--- src/verilog/mmb_pkg.sv ---
// Shared constants and types for the two-wire data buffer block
package mmb_pkg;

  typedef logic [7:0]  mmb_addr_t;
  typedef logic [31:0] mmb_word_t;
  typedef logic [1:0]  mmb_resp_t;

  // Register byte addresses
  localparam mmb_addr_t OFS_CTRL = 8'h00;
  localparam mmb_addr_t OFS_ADDR = 8'h04;
  localparam mmb_addr_t OFS_STAT = 8'h08;
  localparam mmb_addr_t OFS_TXD  = 8'h0C;
  localparam mmb_addr_t OFS_RXD  = 8'h10;

  // Control register fields
  localparam int CTRL_EN    = 7;
  localparam int CTRL_MST   = 4;
  localparam int CTRL_MDIR  = 3;
  localparam int CTRL_NOACK = 0;

  // Status register fields
  localparam int STAT_ALIF  = 9;
  localparam int STAT_NAKIF = 8;
  localparam int STAT_RXIF  = 7;
  localparam int STAT_TXIF  = 6;
  localparam int STAT_MATCH = 5;
  localparam int STAT_SRW   = 4;
  localparam int STAT_RXAK  = 3;
  localparam int STAT_BUSY  = 2;
  localparam int STAT_TXBE  = 1;
  localparam int STAT_RXBF  = 0;

  // Reset values
  localparam logic [7:0] RST_TXD = 8'hFF;
  localparam logic [6:0] RST_OWN = 7'h50;

  localparam mmb_resp_t RESP_OKAY   = 2'b00;
  localparam mmb_resp_t RESP_SLVERR = 2'b10;

  // Bit engine counts
  localparam logic [3:0] BITS_DATA = 4'h8;
  localparam logic [3:0] STOP_LAST = 4'h3;

  // Master clock half period
  localparam int CLK_NS      = 50;
  localparam int BUS_HALF_NS = 5000;
  localparam logic [7:0] HALF_CYC = 8'(BUS_HALF_NS / CLK_NS);

  typedef enum logic [3:0] {
    ST_IDLE  = 4'b0001,
    ST_START = 4'b0010,
    ST_BYTE  = 4'b0100,
    ST_STOP  = 4'b1000
  } mmb_state_t;

endpackage : mmb_pkg

--- src/verilog/mmb_line_if.sv ---
// Synchronised line levels and bus events passed to the bit engine
interface mmb_line_if;
  logic scl;
  logic sda;
  logic scl_rise;
  logic scl_fall;
  logic start;
  logic stop;
  logic busy;
  logic enable;

  modport mon (output scl, sda, scl_rise, scl_fall, start, stop, busy,
               input enable);
  modport eng (input scl, sda, scl_rise, scl_fall, start, stop, busy,
               output enable);
endinterface : mmb_line_if

--- src/verilog/mmb_line_mon.sv ---
// Line synchroniser, edge and start/stop detector, bus-busy tracker
module mmb_line_mon (
  input wire logic   clk,
  input wire logic   rst,
  input wire logic   scl_pin,
  input wire logic   sda_pin,
  mmb_line_if.mon    lnk
);
  import mmb_pkg::*;

  typedef struct packed {
    logic scl1;
    logic sda1;
    logic scl2;
    logic sda2;
    logic scl3;
    logic sda3;
    logic busy;
  } mmb_mon_t;

  mmb_mon_t q;
  mmb_mon_t n;

  // Stage 1 feeds stage 2 only; edges compare stages 2 and 3
  always_comb begin
    n      = q;
    n.scl1 = scl_pin;
    n.sda1 = sda_pin;
    n.scl2 = q.scl1;
    n.sda2 = q.sda1;
    n.scl3 = q.scl2;
    n.sda3 = q.sda2;
    if (!lnk.enable) begin
      n.busy = 1'b0;
    end else if (lnk.start) begin
      n.busy = 1'b1;
    end else if (lnk.stop) begin
      n.busy = 1'b0;
    end
  end

  always_ff @(posedge clk or posedge rst) begin
    if (rst) begin
      q <= '{default: 1'b1, busy: 1'b0};
    end else begin
      q <= n;
    end
  end

  assign lnk.scl      = q.scl2;
  assign lnk.sda      = q.sda2;
  assign lnk.scl_rise = q.scl2 & ~q.scl3;
  assign lnk.scl_fall = ~q.scl2 & q.scl3;
  assign lnk.start    = q.scl2 & q.scl3 & q.sda3 & ~q.sda2;
  assign lnk.stop     = q.scl2 & q.scl3 & ~q.sda3 & q.sda2;
  assign lnk.busy     = q.busy;

endmodule : mmb_line_mon

--- src/verilog/mmb_top.sv ---
// Two-wire serial unit data buffers with AXI4-Lite register access
//
// Local design decisions: register access over AXI4-Lite and the register addresses.
module mmb_top (
  input  wire logic              REF_CLK,
  input  wire logic              RST,
  input  wire mmb_pkg::mmb_addr_t AWADDR,
  input  wire logic              AWVALID,
  output logic                   AWREADY,
  input  wire mmb_pkg::mmb_word_t WDATA,
  input  wire logic [3:0]        WSTRB,
  input  wire logic              WVALID,
  output logic                   WREADY,
  output mmb_pkg::mmb_resp_t     BRESP,
  output logic                   BVALID,
  input  wire logic              BREADY,
  input  wire mmb_pkg::mmb_addr_t ARADDR,
  input  wire logic              ARVALID,
  output logic                   ARREADY,
  output mmb_pkg::mmb_word_t     RDATA,
  output mmb_pkg::mmb_resp_t     RRESP,
  output logic                   RVALID,
  input  wire logic              RREADY,
  input  wire logic              SCL_IN,
  output logic                   SCL_OUT,
  output logic                   SCL_OE,
  input  wire logic              SDA_IN,
  output logic                   SDA_OUT,
  output logic                   SDA_OE
);
  import mmb_pkg::*;

  typedef struct packed {
    logic       aw_ok;
    mmb_addr_t  aw_addr;
    logic       w_ok;
    logic [9:0] w_data;
    logic       w_lane;
    logic       w_lane1;
    logic       bvalid;
    mmb_resp_t  bresp;
    logic       rvalid;
    mmb_word_t  rdata;
    mmb_resp_t  rresp;
    logic       enable;
    logic       mstart;
    logic       mdir;
    logic       nack_dis;
    logic [6:0] own;
    logic [7:0] tx_buf;
    logic [7:0] rx_buf;
    logic       rxif;
    logic       txif;
    logic       match;
    logic       srw;
    logic       rxak;
    logic       txbe;
    logic       rxbf;
    logic       alif;
    logic       nakif;
    mmb_state_t state;
    logic       master;
    logic [7:0] sh;
    logic [3:0] bitcnt;
    logic       is_addr;
    logic       xmit;
    logic       sda_oe;
    logic       scl_oe;
    logic [7:0] hcnt;
  } mmb_core_t;

  mmb_core_t  q;
  mmb_core_t  n;
  mmb_line_if lnk ();
  logic       do_tx;
  logic       do_rx;
  logic       wr_go;

  mmb_line_mon u_mon (
    .clk     (REF_CLK),
    .rst     (RST),
    .scl_pin (SCL_IN),
    .sda_pin (SDA_IN),
    .lnk     (lnk.mon)
  );

  function automatic logic [9:0] stat_word(input mmb_core_t s,
                                           input logic busy);
    logic [9:0] v;
    v             = '0;
    v[STAT_ALIF]  = s.alif;
    v[STAT_NAKIF] = s.nakif;
    v[STAT_RXIF]  = s.rxif;
    v[STAT_TXIF]  = s.txif;
    v[STAT_MATCH] = s.match;
    v[STAT_SRW]   = s.srw;
    v[STAT_RXAK]  = s.rxak;
    v[STAT_BUSY]  = busy;
    v[STAT_TXBE]  = s.txbe;
    v[STAT_RXBF]  = s.rxbf;
    return v;
  endfunction : stat_word

  assign AWREADY    = ~q.aw_ok & ~q.bvalid;
  assign WREADY     = ~q.w_ok & ~q.bvalid;
  assign ARREADY    = ~q.rvalid;
  assign wr_go      = q.aw_ok & q.w_ok & ~q.bvalid;
  assign lnk.enable = q.enable;

  always_comb begin
    n     = q;
    do_tx = 1'b0;
    do_rx = 1'b0;
    // Write address and data are taken independently
    if (AWVALID && AWREADY) begin
      n.aw_ok   = 1'b1;
      n.aw_addr = AWADDR;
    end
    if (WVALID && WREADY) begin
      n.w_ok   = 1'b1;
      n.w_data  = WDATA[9:0];
      n.w_lane  = WSTRB[0];
      n.w_lane1 = WSTRB[1];
    end
    if (q.bvalid && BREADY) begin
      n.bvalid = 1'b0;
    end
    if (wr_go) begin
      n.aw_ok  = 1'b0;
      n.w_ok   = 1'b0;
      n.bvalid = 1'b1;
      n.bresp  = RESP_OKAY;
      unique case (q.aw_addr)
        OFS_CTRL: begin
          if (q.w_lane) begin
            n.enable   = q.w_data[CTRL_EN];
            n.mdir     = q.w_data[CTRL_MDIR];
            n.nack_dis = q.w_data[CTRL_NOACK];
            n.mstart   = q.w_data[CTRL_MST];
            // Start request while the bus is taken is a lost arbitration
            if (q.w_data[CTRL_MST] && !q.mstart && lnk.busy) begin
              n.mstart = 1'b0;
              n.alif   = 1'b1;
            end
          end
        end
        OFS_ADDR: begin
          if (q.w_lane) begin
            n.own = q.w_data[7:1];
          end
        end
        OFS_STAT: begin
          // Flags clear by writing zero; engine sets below still win
          if (q.w_lane) begin
            n.rxif = q.rxif & q.w_data[STAT_RXIF];
            n.txif = q.txif & q.w_data[STAT_TXIF];
          end
          if (q.w_lane1) begin
            n.alif  = q.alif & q.w_data[STAT_ALIF];
            n.nakif = q.nakif & q.w_data[STAT_NAKIF];
          end
        end
        OFS_TXD: begin
          if (q.w_lane) begin
            n.tx_buf = q.w_data[7:0];
            n.txbe   = 1'b0;
          end
        end
        OFS_RXD: begin
          n.bresp = RESP_OKAY;
        end
        default: begin
          n.bresp = RESP_SLVERR;
        end
      endcase
    end
    if (q.rvalid && RREADY) begin
      n.rvalid = 1'b0;
    end
    if (ARVALID && ARREADY) begin
      n.rvalid = 1'b1;
      n.rresp  = RESP_OKAY;
      n.rdata  = '0;
      unique case (ARADDR)
        OFS_CTRL: begin
          n.rdata[CTRL_EN]    = q.enable;
          n.rdata[CTRL_MST]   = q.mstart;
          n.rdata[CTRL_MDIR]  = q.mdir;
          n.rdata[CTRL_NOACK] = q.nack_dis;
        end
        OFS_ADDR: n.rdata[7:0] = {q.own, 1'b0};
        OFS_STAT: n.rdata[9:0] = stat_word(q, lnk.busy);
        OFS_TXD:  n.rdata[7:0] = q.tx_buf;
        OFS_RXD: begin
          n.rdata[7:0] = q.rx_buf;
          n.rxbf       = 1'b0;
        end
        default: n.rresp = RESP_SLVERR;
      endcase
    end

    if (!q.enable) begin
      n.state  = ST_IDLE;
      n.master = 1'b0;
      n.mstart = 1'b0;
      n.scl_oe = 1'b0;
      n.sda_oe = 1'b0;
      n.rxif   = 1'b0;
      n.txif   = 1'b0;
      n.bitcnt = '0;
      n.hcnt   = '0;
    end else begin
      unique case (q.state)
        ST_IDLE: begin
          if (q.mstart && !lnk.busy) begin
            n.state  = ST_START;
            n.master = 1'b1;
            n.sda_oe = 1'b1;
            n.hcnt   = '0;
          end else if (lnk.start) begin
            n.state   = ST_BYTE;
            n.is_addr = 1'b1;
            n.xmit    = 1'b0;
            n.bitcnt  = '0;
          end
        end
        ST_START: begin
          n.hcnt = q.hcnt + 8'h01;
          if (q.hcnt == HALF_CYC - 8'h01) begin
            n.hcnt    = '0;
            n.scl_oe  = 1'b1;
            n.state   = ST_BYTE;
            n.sh      = {q.own, q.mdir};
            n.is_addr = 1'b1;
            n.xmit    = 1'b1;
            n.bitcnt  = '0;
          end
        end
        ST_BYTE: begin
          if (q.master) begin
            n.hcnt = q.hcnt + 8'h01;
            if (q.hcnt == HALF_CYC - 8'h01) begin
              n.hcnt   = '0;
              n.scl_oe = ~q.scl_oe;
            end
          end
          if (lnk.scl_fall) begin
            if (q.bitcnt == BITS_DATA) begin
              n.sda_oe = 1'b0;
              if (q.is_addr && !q.master) begin
                if (q.sh[7:1] != q.own) begin
                  n.state = ST_IDLE;
                end else begin
                  n.match  = 1'b1;
                  n.srw    = q.sh[0];
                  n.xmit   = q.sh[0];
                  n.sda_oe = 1'b1;
                  do_rx    = 1'b1;
                  do_tx    = q.sh[0];
                end
              end else if (!q.xmit) begin
                do_rx    = 1'b1;
                n.match  = 1'b0;
                n.sda_oe = ~q.nack_dis;
              end
            end else begin
              // drive MSB first on low clock
              n.sda_oe = q.xmit & ~q.sh[7];
            end
          end
          if (lnk.scl_rise) begin
            if (q.bitcnt != BITS_DATA) begin
              if (q.master && q.xmit && !q.sda_oe && !lnk.sda) begin
                n.scl_oe = 1'b0;
                n.sda_oe = 1'b0;
                n.master = 1'b0;
                n.mstart = 1'b0;
                n.alif   = 1'b1;
                // busy left to the line monitor
                n.state  = ST_IDLE;
              end else begin
                n.sh     = {q.sh[6:0], lnk.sda};
                n.bitcnt = q.bitcnt + 4'h1;
              end
            end else begin
              n.bitcnt  = '0;
              n.is_addr = 1'b0;
              if (q.xmit && !(q.is_addr && !q.master)) begin
                n.rxak = lnk.sda;
                if (!lnk.sda) begin
                  if (!q.master || !q.is_addr || !q.mdir) begin
                    do_tx = 1'b1;
                  end else begin
                    n.xmit = 1'b0;
                  end
                end else if (q.master) begin
                  n.nakif  = 1'b1;
                  n.mstart = 1'b0;
                end else begin
                  n.state = ST_IDLE;
                end
              end
              if (q.master && !n.mstart) begin
                n.state  = ST_STOP;
                n.hcnt   = '0;
                n.bitcnt = '0;
              end
            end
          end
          // Repeated start or stop from another master
          if (!q.master && lnk.stop) begin
            n.state  = ST_IDLE;
            n.sda_oe = 1'b0;
          end else if (!q.master && lnk.start) begin
            n.is_addr = 1'b1;
            n.xmit    = 1'b0;
            n.bitcnt  = '0;
            n.sda_oe  = 1'b0;
          end
        end
        ST_STOP: begin
          n.hcnt = q.hcnt + 8'h01;
          if (q.hcnt == HALF_CYC - 8'h01) begin
            n.hcnt   = '0;
            n.bitcnt = q.bitcnt + 4'h1;
            unique case (q.bitcnt)
              4'h0: n.scl_oe = 1'b1;
              4'h1: n.sda_oe = 1'b1;
              4'h2: n.scl_oe = 1'b0;
              default: begin
                n.sda_oe = 1'b0;
                n.master = 1'b0;
                n.state  = ST_IDLE;
              end
            endcase
            if (q.bitcnt > STOP_LAST) begin
              n.state = ST_IDLE;
            end
          end
        end
        default: n.state = ST_IDLE;
      endcase
    end

    if (do_rx && !n.rxbf) begin
      n.rx_buf = q.sh;
      n.rxbf   = 1'b1;
      n.rxif   = 1'b1;
    end
    if (do_tx) begin
      n.sh   = n.tx_buf;
      n.txbe = 1'b1;
      n.txif = 1'b1;
    end
  end

  always_ff @(posedge REF_CLK or posedge RST) begin
    if (RST) begin
      q <= '{default: '0, state: ST_IDLE, own: RST_OWN,
             tx_buf: RST_TXD, rxak: 1'b1, txbe: 1'b1};
    end else begin
      q <= n;
    end
  end

  assign BVALID  = q.bvalid;
  assign BRESP   = q.bresp;
  assign RVALID  = q.rvalid;
  assign RDATA   = q.rdata;
  assign RRESP   = q.rresp;
  // Open drain: output level is always low, enable pulls
  assign SCL_OUT = 1'b0;
  assign SDA_OUT = 1'b0;
  assign SCL_OE  = q.scl_oe;
  assign SDA_OE  = q.sda_oe;

endmodule : mmb_top

--- config.mk ---
export PLATFORM = sky130hd
export DESIGN_NAME = mmb_top
export DESIGN_NICKNAME = d
export VERILOG_FILES = /design/src/verilog/mmb_pkg.sv /design/src/verilog/mmb_line_if.sv /design/src/verilog/mmb_line_mon.sv /design/src/verilog/mmb_top.sv
export SDC_FILE = /design/constraint.sdc
export NUM_CORES = 1
export LEC_CHECK = 0
export ABC_AREA = 1
export BUFFER_PORTS_ARGS = -buffer_cell sky130_fd_sc_hd__buf_2
export CAP_MARGIN = 20
export CORE_MARGIN = 10
export CORE_UTILIZATION = 55
export CTS_BUF_LIST = sky130_fd_sc_hd__clkbuf_4 sky130_fd_sc_hd__clkbuf_8
export DETAILED_ROUTE_END_ITERATION = 7
export PLACE_DENSITY = 0.78
export SYNTH_ARGS = -nofsm -noshare
export SYNTH_HDL_FRONTEND = slang
export SYNTH_SLANG_ARGS = --single-unit
--- constraint.sdc ---
create_clock -name REF_CLK -period 3.38 [get_ports REF_CLK]
set_input_delay 0.169 -clock REF_CLK [delete_from_list [all_inputs] [get_ports REF_CLK]]
set_output_delay 0.169 -clock REF_CLK [all_outputs]
set_load 0.005 [all_outputs]
==> results of run 1 <==
==> path summary, 6_finish.rpt <==
kind | start | slack (ns) | cells past startpoint | end
worst min-delay path | AWADDR[6] | 0.02 | 2 | q[122]
worst max register to register | q[12] | 0.94 | 15 | q[19]
min in group asynchronous | RST | 0.49 | 3 | q[103]
max in group asynchronous | RST | 2.01 | 4 | q[48]
worst max-delay path | q[12] | 0.94 | 15 | q[19]
worst min register to register | u_mon.n[3] | 0.36 | 0 | u_mon.lnk.sda
==> where the power goes <==
group | leakage, nW | internal [W] | switching, W
Clock | 0.109 | 0.000376 | 0.000447
Sequential | 1.36 | 0.00155 | 0.000164
Combinational | 1.88 | 0.000275 | 0.000473
==> cells by family after synthesis <==
family          after synthesis
other cells                   1
simple gates                328
buf+inv                     167
fa+ha+maj                     5
xor+xnor                      5
mux                           8
flops                       108
compound gates              176
==> synth_stat cells (9+ instances only) <==
master | n | area, sq um
o21ai_0 | 77 | 385
dfrtp_1 | 89 | 2230
inv_1 | 105 | 394
o22ai_1 | 16 | 100
a21oi_1 | 36 | 180
o31ai_1 | 9 | 67.6
dfstp_2 | 19 | 499
nand3_1 | 38 | 190
nor2_1 | 80 | 300
clkbuf_1 | 9 | 33.8
nand2_1 | 156 | 586
buf_4 | 39 | 293
==> per-stage QoR <==
step                      cell area [sq um]  utilization [%]  hold slack, ns
after CTS                              6740             61.3         0.00201
after global placement                 6480             59.0           0.277
final                                  6760             61.5          0.0171
after detailed placement               6480             59.0           0.276
after floorplan                        6360                -           0.173
after global routing                   6760             61.5          0.0181
==> final cells by class <==
class                           count  area, sq um  share of cell area (%)
Clock inverter                      5         60.1                   0.889
Multi-Input combinational cell    548         2840                    42.1
Tap cell                          140          175                    2.59
Clock buffer                       11          145                    2.15
Inverter                          115          437                    6.46
Sequential cell                   108         2730                    40.4
Timing Repair Buffer               65          368                    5.45
==> registers in the layout (all words and copies together), names as in the netlist, 2 cells and up <==
register  flops
RDATA        10
u_mon.n       2
q            84
u_mon.q       2
==> routing by layer <==
layer	track usage (%)	share of wire, %
met5	0	0
met4	7.10	2.0
met1	26.7	47
met3	4.16	7.4
met2	29.0	44
==> key figures, run 1 <==
Synthesis
  • Syn Inst Count: 798
  • Post-synthesis sequential area ratio: a little over two fifths
  • Compound-Gate Fraction of Synth Area: 16.1%
  • Top_reg_cell synth: dfrtp_1
  • Post-Synth XOR/XNOR Area: less than 1%
  • Post-synth cell types: 48
  • Adder-Cell Fraction of Synth Area: less than 1%
  • Synthesized area per cell: slightly below 8 sq um
  • Asr flop ratio synth: 100%
  • Mapped cell area: roughly 6300 sq um
  • Yosys warnings: 0
  • Largest family of logic cells by synthesized area: simple AND/OR/NAND/NOR gates
  • Mux contribution to synthesized area: 1.44%
  • Post-Synth Simple-Gate Area: between 20% and 30%
  • Yosys reg bits: approximately 110
  • Post-synth EDFFs: 0

Layout
  • P&R area growth vs syn: 7.74%
  • Filler instances: a little under 1000
  • Post-Layout Cell Count: a little under 1000
  • Fraction of layout cells with a size suffix above 1: 17.5%
  • Total Nets Final: roughly 910
  • Commonest non-fill, non-tap cell in the layout: nand2_1
  • # diodes: 0
  • Most frequent cells in the layout: 156 x nand2_1, 104 x inv_1, 89 x dfrtp_1, 80 x nor2_1, 77 x o21ai_0

Clock network
  • CTS tree: done
  • Clock root cell: clkbuf_8
  • Post_cts resized: 0
  • TritonCTS Buffers: 9
  • Hold buffers post-CTS: 5
  • Clk buf depth: 2
  • Post-CTS setup buffer count: 0
  • Worst skew pair latency: ~0.38 ns
  • Clk slew on worst S/H paths: approximately 0.10 ns
  • Clock Sinks: between 100 and 150
  • H-Tree Level Count: 3

Floorplanning
  • Core Footprint: 11000 sq um
  • # rows: 38
  • Die X: 127 um
  • Chip Height: 127 um
  • Io pins: around 110
  • DIE AREA: 16100 sq um
  • Initial core utilization: a little under three fifths

Pwr
  • Maximum vdd drop: just over 0.4 mV
  • Leak pwr: about 3.4 nW
  • Cell area power density: a little under 500 nW/um^2
  • Total chip power: 0.00328 W

Worst setup path
  • Cell mode on critical path: nand2_2
  • Worst Path Arrival: around 2.7 ns
  • Crit Path Max Fanout: 17
  • Slowest stage delay, CP: 0.45 ns
  • Kind of critical path: flop to flop
  • CP Buf/Inv Count: 2
  • Worst path required time: 3.66 ns
  • CP max stage cell: dfrtp_1
  • Delay-heaviest family, CP: simple AND/OR/NAND/NOR gates
  • Worst Setup End Kind: flop
  • Crit-path cells: inv_1, ha_1, nand3_4, nor2_4, inv_2, nor2_4, nand3_1, nand2_2, nand3_4, nand2_2, nand2_2, nand2_4, nand2_4, nand2_1, nand2_1
  • CP startpoint kind: flop

STA
  • Final hold vios: 0
  • RSZ-0062 raised after global routing: false
  • Clock skew: approximately 0.013 ns
  • Final setup fails: 0
  • Period utilization: 72.1%
  • Worst setup margin: between 0.9 and 1 ns
  • Fin. max-slew vios: 0
  • Post-route minimum period: between 2 and 2.5 ns
  • Post-Route Setup TNS: 0 ns
  • Worst slew pin tran: 0.853 ns
  • Slew headroom: a little over two fifths
  • Fmax achieved: slightly above 0.4 GHz

Place
  • Port buffer count: 55
  • Global placer's final weighted congestion: between 0.9 and 1
  • Post-Place Cells: ~970
  • HPWL after DPL: between 10 and 15 mm
  • Pre-CTS WS: 1.00 ns

Route
  • Number of remaining DRC errors: 0
  • Antenna-violating nets left: 0
  • Initial DRC count: between 500 and 600
  • Post-Route WL: between 15 and 20 mm
  • WL/cell: between 15 and 20 um
  • Drt first pass iters: 5
  • Via count: around 5500
  • Via/cell ratio: around 5.5

Flow run
  • Max-Cap Viols: 0

Min path
  • Worst Hold Class: primary input to flop

Global routing
  • Global Route Usage Sum: about a fifth
  • GRT overflow: 0
  • Initial antenna violation count: 0
  • Vias in the first global route: 5260
  • First-pass GRT wire length: 26.0 mm
  • Largest net degree at the start of global routing: 72

Run status
  • Outcome: complete, no violations
Note: power is estimated with default switching activity, not from simulation.
==> run 2, diff against run 1 <==
clock period = 2.3 ns   (was 3.38 ns; I/O delays follow)
==> key figures, run 2 (same netlist as run 1, synthesis figures left out) <==
Layout
  • Fraction of layout cells with a size suffix above 1: 18.3% (+0.85 points)
  • Largest Register: q
  • Register Area: 2730 sq um (about the same)
  • Max FFs per register: 84 (unchanged)
  • Total Nets Final: 939 (+2.8%)
  • P&R area growth vs syn: 11.5%
  • Most frequent cells in the layout: 156 x nand2_1, 103 x inv_1, 88 x dfrtp_1, 79 x nor2_1, 76 x o21ai_0
  • Multi-input logic area: 2850 sq um (+0.18%)
  • Filler instances: 945 (-4.7%)
  • # diodes: 0 (unchanged)
  • Commonest non-fill, non-tap cell in the layout: nand2_1
  • Post-Layout Cell Count: 1018 (+2.6%)

Clock network
  • Clock root cell: clkbuf_8
  • Clk buf depth: 2 (unchanged)
  • CTS tree: done
  • TritonCTS Buffers: 9 (unchanged)
  • Clock Sinks: 108 (unchanged)
  • H-Tree Level Count: 3 (unchanged)
  • Worst skew pair latency: 0.39 ns (about the same)
  • Clk slew on worst S/H paths: 0.10 ns (about the same)

Worst setup path
  • Crit-path cells: inv_1, ha_2, nand3_4, nor2_4, inv_2, nor2_4, nand3_1, nand2_2, nand3_4, buf_4, nand2_1, o21ai_1, nand3_1, nand2_1
  • Kind of critical path: flop to flop
  • CP startpoint kind: flop
  • Worst Path Arrival: 2.41 ns (-0.30 ns)
  • Crit Path Max Fanout: 16 (-1)
  • CP max stage cell: dfrtp_1
  • Worst path required time: 2.59 ns (-1.07 ns)
  • Slowest stage delay, CP: 0.43 ns (-0.02 ns)
  • Worst Setup End Kind: flop

Place
  • Port buffer count: 55 (unchanged)
  • Post-Place Cells: 975 (+0.62%)
  • HPWL after DPL: 12.1 mm (+1.6%)
  • Global placer's final weighted congestion: 0.915 (-3.4%)

Min path
  • Worst Hold Class: primary input to flop

Floorplanning
  • DIE AREA: 16100 sq um (unchanged)
  • Initial core utilization: 57.1% (unchanged)
  • Core Footprint: 11000 sq um (unchanged)
  • Chip Height: 127 um (unchanged)
  • Die X: 127 um (unchanged)
  • Io pins: 106 (unchanged)
  • # rows: 38 (unchanged)

STA
  • Clock skew: 0.0144 ns (+0.00106 ns)
  • Final setup fails: 0 (unchanged)
  • Fin. max-slew vios: 0 (unchanged)
  • Fmax achieved: 0.472 GHz (+15%)
  • Post-route minimum period: 2.12 ns (-0.317 ns)
  • Worst slew pin tran: 0.684 ns (-0.169 ns)
  • Period utilization: 92.1% (+20 points)
  • Slew headroom: 54.3% (+11 points)
  • Final hold vios: 0 (unchanged)

Flow run
  • Max-Cap Viols: 0 (unchanged)

Global routing
  • Largest net degree at the start of global routing: 54 (-25%)
  • GRT overflow: 0 (unchanged)
  • Vias in the first global route: 5349 (+1.7%)
  • Global Route Usage Sum: 20.1% (+0.80 points)
  • First-pass GRT wire length: 26.8 mm (+3.2%)
  • Initial antenna violation count: 0 (unchanged)

Route
  • Drt first pass iters: 6 (+1)
  • Initial DRC count: 451 (-19%)
  • Post-Route WL: 16.3 mm (+3.6%)
  • Number of remaining DRC errors: 0 (unchanged)
  • Via count: 5593 (+2.2%)
  • WL/cell: 16.0 um (+0.97%)
  • Antenna-violating nets left: 0 (unchanged)
  • Via/cell ratio: 5.49 (-0.38%)

Run status
  • Outcome: complete, no violations

Pwr
  • Cell area power density: 690 nW/um^2 (+42%)
  • Leak pwr: 3.45 nW (+3.0%)
  • Total chip power: 0.00483 W (+47%)
  • Maximum vdd drop: 0.725 mV (+75%)
run 2: timing repair:
| action | in CTS | in global routing |
|---|---|---|
| endpoints found under the hold margin | 47 | 0 |
| buffers inserted | 0 | 2 |
| gates resized for setup | 0 | 5 |
| setup endpoints to repair | 0 | 10 |
| hold buffers | 25 | 0 |
run 2: path summary, 6_finish.rpt:
kind | from | end | slack [ns] | cells after the start
worst max-delay path | q[13] | q[19] | 0.18 | 14
worst min-delay path | ARADDR[4] | q[31] | 0.18 | 4
worst max register to register | q[13] | q[19] | 0.18 | 14
worst min register to register | u_mon.n[3] | u_mon.lnk.sda | 0.36 | 0
max in group asynchronous | RST | q[47] | 1.18 | 4
min in group asynchronous | RST | q[111] | 0.33 | 3
run 2: report_power, final:
group,switching (W),total [W],internal [W]
Sequential,0.000255,0.00253,0.00228
Clock,0.000697,0.00113,0.000437
Combinational,0.000726,0.00116,0.000435
Total,0.00168,0.00483,0.00315
run 2: critical path: cells and delay by family (launching register included):
family                   cells  cell delay (ns)
flip-flops                   1             0.43
AND/OR/NAND/NOR              9             0.91
adder cells (fa/ha/maj)      1             0.21
AO/OA/AOI/OAI                1             0.06
buffers and inverters        3             0.40
run 2: area by class of cell:
class | instances | share of cell area (%)
multi-input cells | 548 | 40.7
well taps | 140 | 2.50
clock inverters | 5 | 0.626
flip-flops and latches | 108 | 39.0
inverters | 115 | 6.26
clock buffers | 11 | 1.99
repair buffers | 91 | 8.87
run 2: metal layers:
| layer | share of wire, % | GRT usage (%) |
|---|---|---|
| met1 | 45 | 26.7 |
| met2 | 44 | 30.9 |
| met3 | 9.4 | 6.87 |
| met4 | 1.6 | 4.62 |
| met5 | 0 | 0 |
run 2: per-stage QoR:
stage | cell area (sq um) | hold WS, ns | setup TNS (ns) | setup WS (ns) | utilization, %
2_1_floorplan | 6370 | 0.119 | 0 | 0.350 | -
3_3_place_gp | 6540 | 0.222 | 0 | 0.177 | 59.5
6_report | 6990 | 0.185 | 0 | 0.181 | 63.7
4_1_cts | 6970 | 0.170 | 0 | 0.110 | 63.5
5_1_grt | 6990 | 0.244 | -0.00369 | -0.00369 | 63.7
3_5_place_dp | 6540 | 0.221 | 0 | 0.126 | 59.5
==> run 3, diff against run 2 <==
PLACE_DENSITY = 0.83   (was 0.78)
==> key figures, run 3 (same netlist as run 1, synthesis figures left out) <==
Run status
  • Outcome: complete, no violations

Route
  • WL/cell: 15.1 um (-5.8%)
  • Via count: 5419 (-3.1%)
  • Post-Route WL: 15.3 mm (-5.9%)
  • Antenna-violating nets left: 0 (unchanged)
  • Number of remaining DRC errors: 0 (unchanged)
  • Drt first pass iters: 5 (-1)
  • Via/cell ratio: 5.33 (-3.0%)
  • Initial DRC count: 523 (+16%)

Worst setup path
  • Worst reg2reg path endpoint: q[17]
  • Worst Path Arrival: 2.43 ns (+0.02 ns)
  • RR Startpoint: q[12]
  • CP startpoint kind: flop
  • Worst path required time: 2.60 ns (about the same)
  • Kind of critical path: flop to flop
  • Setup crit start: q[12]
  • Setup slack, reg-to-reg: 0.16 ns (-0.02 ns)
  • Worst Setup End Kind: flop
  • Worst Reg-to-Reg Cells: 14 (unchanged)
  • Crit Path Max Fanout: 16 (unchanged)

STA
  • Final hold vios: 0 (unchanged)
  • Clock skew: 0.0168 ns (+0.00231 ns)
  • Final setup fails: 0 (unchanged)
  • Worst slew pin tran: 0.708 ns (+0.0247 ns)
  • Fmax achieved: 0.468 GHz (-0.75%)
  • RSZ-0062 raised after global routing: false
  • Post-Route Setup TNS: 0 ns (unchanged)
  • Post-route minimum period: 2.14 ns (+0.0161 ns)
  • Fin. max-slew vios: 0 (unchanged)
  • Period utilization: 92.8% (+0.70 points)
  • Slew headroom: 52.7% (-1.7 points)

Pwr
  • Leak pwr: 3.49 nW (+1.0%)
  • Total chip power: 0.00522 W (+8.0%)
  • Cell area power density: 737 nW/um^2 (+6.8%)
  • Maximum vdd drop: 0.782 mV (+7.9%)

Clock network
  • Clk slew on worst S/H paths: 0.11 ns (about the same)
  • H-Tree Level Count: 3 (unchanged)
  • Clock Sinks: 108 (unchanged)
  • Clk buf depth: 2 (unchanged)
  • TritonCTS Buffers: 9 (unchanged)
  • Clock root cell: clkbuf_8
  • CTS tree: done
  • Worst skew pair latency: 0.40 ns (about the same)

Min path
  • Worst Hold Depth: 4 (unchanged)
  • Hold path startpoint: ARADDR[4]
  • Hold path endpoint: q[31]
  • Worst Hold Class: primary input to flop

Global routing
  • Global Route Usage Sum: 19.3% (-0.77 points)
  • First-pass GRT wire length: 25.8 mm (-3.7%)
  • Initial antenna violation count: 0 (unchanged)
  • Largest net degree at the start of global routing: 70 (+30%)
  • GRT overflow: 0 (unchanged)
  • Vias in the first global route: 5231 (-2.2%)

Layout
  • Total Nets Final: 938 (-0.11%)
  • Layout Utilization: 64.4% (+0.76 points)
  • # diodes: 0 (unchanged)
  • Largest Register: q
  • P&R area growth vs syn: 12.9%
  • Fraction of layout cells with a size suffix above 1: 18.1% (-0.21 points)
  • Commonest non-fill, non-tap cell in the layout: nand2_1
  • Most frequent cells in the layout: 156 x nand2_1, 103 x inv_1, 88 x dfrtp_1, 80 x nor2_1, 76 x o21ai_0
  • Max FFs per register: 84 (unchanged)

Floorplanning
  • DIE AREA: 16100 sq um (unchanged)
  • Core Footprint: 11000 sq um (unchanged)
  • # rows: 38 (unchanged)
  • Initial core utilization: 57.1% (unchanged)
  • Io pins: 106 (unchanged)
  • Die X: 127 um (unchanged)
  • Chip Height: 127 um (unchanged)

Place
  • Global placer's final weighted congestion: 0.933 (+2.0%)
  • Port buffer count: 55 (unchanged)
  • HPWL after DPL: 11.3 mm (-6.7%)

Flow run
  • Max-Cap Viols: 0 (unchanged)
[run 3: through the flow]
step | setup WS [ns] | hold slack [ns] | cell area [sq um] | instances
after floorplan | 0.350 | 0.119 | 6370 | 823
after global placement | 0.179 | 0.220 | 6550 | 976
after detailed placement | 0.123 | 0.221 | 6550 | 976
after CTS | 0.0864 | 0.144 | 7070 | 1017
after global routing | 0.0116 | 0.219 | 7080 | 1017
final | 0.165 | 0.168 | 7080 | 1017
[run 3: layout make-up]
class,count,area [sq um]
multi-input cells,548,2850
flip-flops and latches,108,2730
fillers,950,3910
inverters,115,438
clock inverters,5,131
repair buffers,90,613
clock buffers,11,145
well taps,140,175
[run 3: worst max path at each step]
stage | slack [ns] | cells after the start | end
final | 0.16 | 14 | q[17]
after global routing | 0.01 | 15 | q[20]
after CTS | 0.09 | 14 | q[17]
after detailed placement | 0.12 | 14 | q[17]
after global placement | 0.18 | 14 | q[17]
after floorplan | 0.35 | 15 | q[17]
[run 3: per-layer routing]
metal	track usage [%]	vias to the layer above	routed length (um)
met1	25.7	2487	6810
met5	0	-	0
met4	5.22	0	191
met2	29.6	207	6860
met3	6.29	16	1480
li1	-	2709	-
[run 3: what timing repair did]
action | CTS | global route
hold buffers | 25 | 0
gates resized for setup | 0 | 4
hold endpoints to repair | 113 | 0
setup buffers | 0 | 0
setup endpoints to repair | 0 | 13
[run 3: critical path: stages (launching register included)]
cell     delay (ns)
dfrtp_2        0.47
inv_2          0.10
ha_2           0.21
nand3_4        0.15
nor2_4         0.14
inv_2          0.08
nor2_4         0.11
nand3_1        0.11
nand2_2        0.11
nand3_4        0.07
buf_4          0.20
nand2_1        0.07
o21ai_1        0.06
nand3_1        0.08
nand2_1        0.05
[run 3: where the power goes]
group / switching, W / internal [W] / total, W / leakage [nW]
Sequential: 0.000247 / 0.00228 / 0.00252 / 1.36
Combinational: 0.000706 / 0.000432 / 0.00114 / 1.99
Clock: 0.000670 / 0.000883 / 0.00155 / 0.139
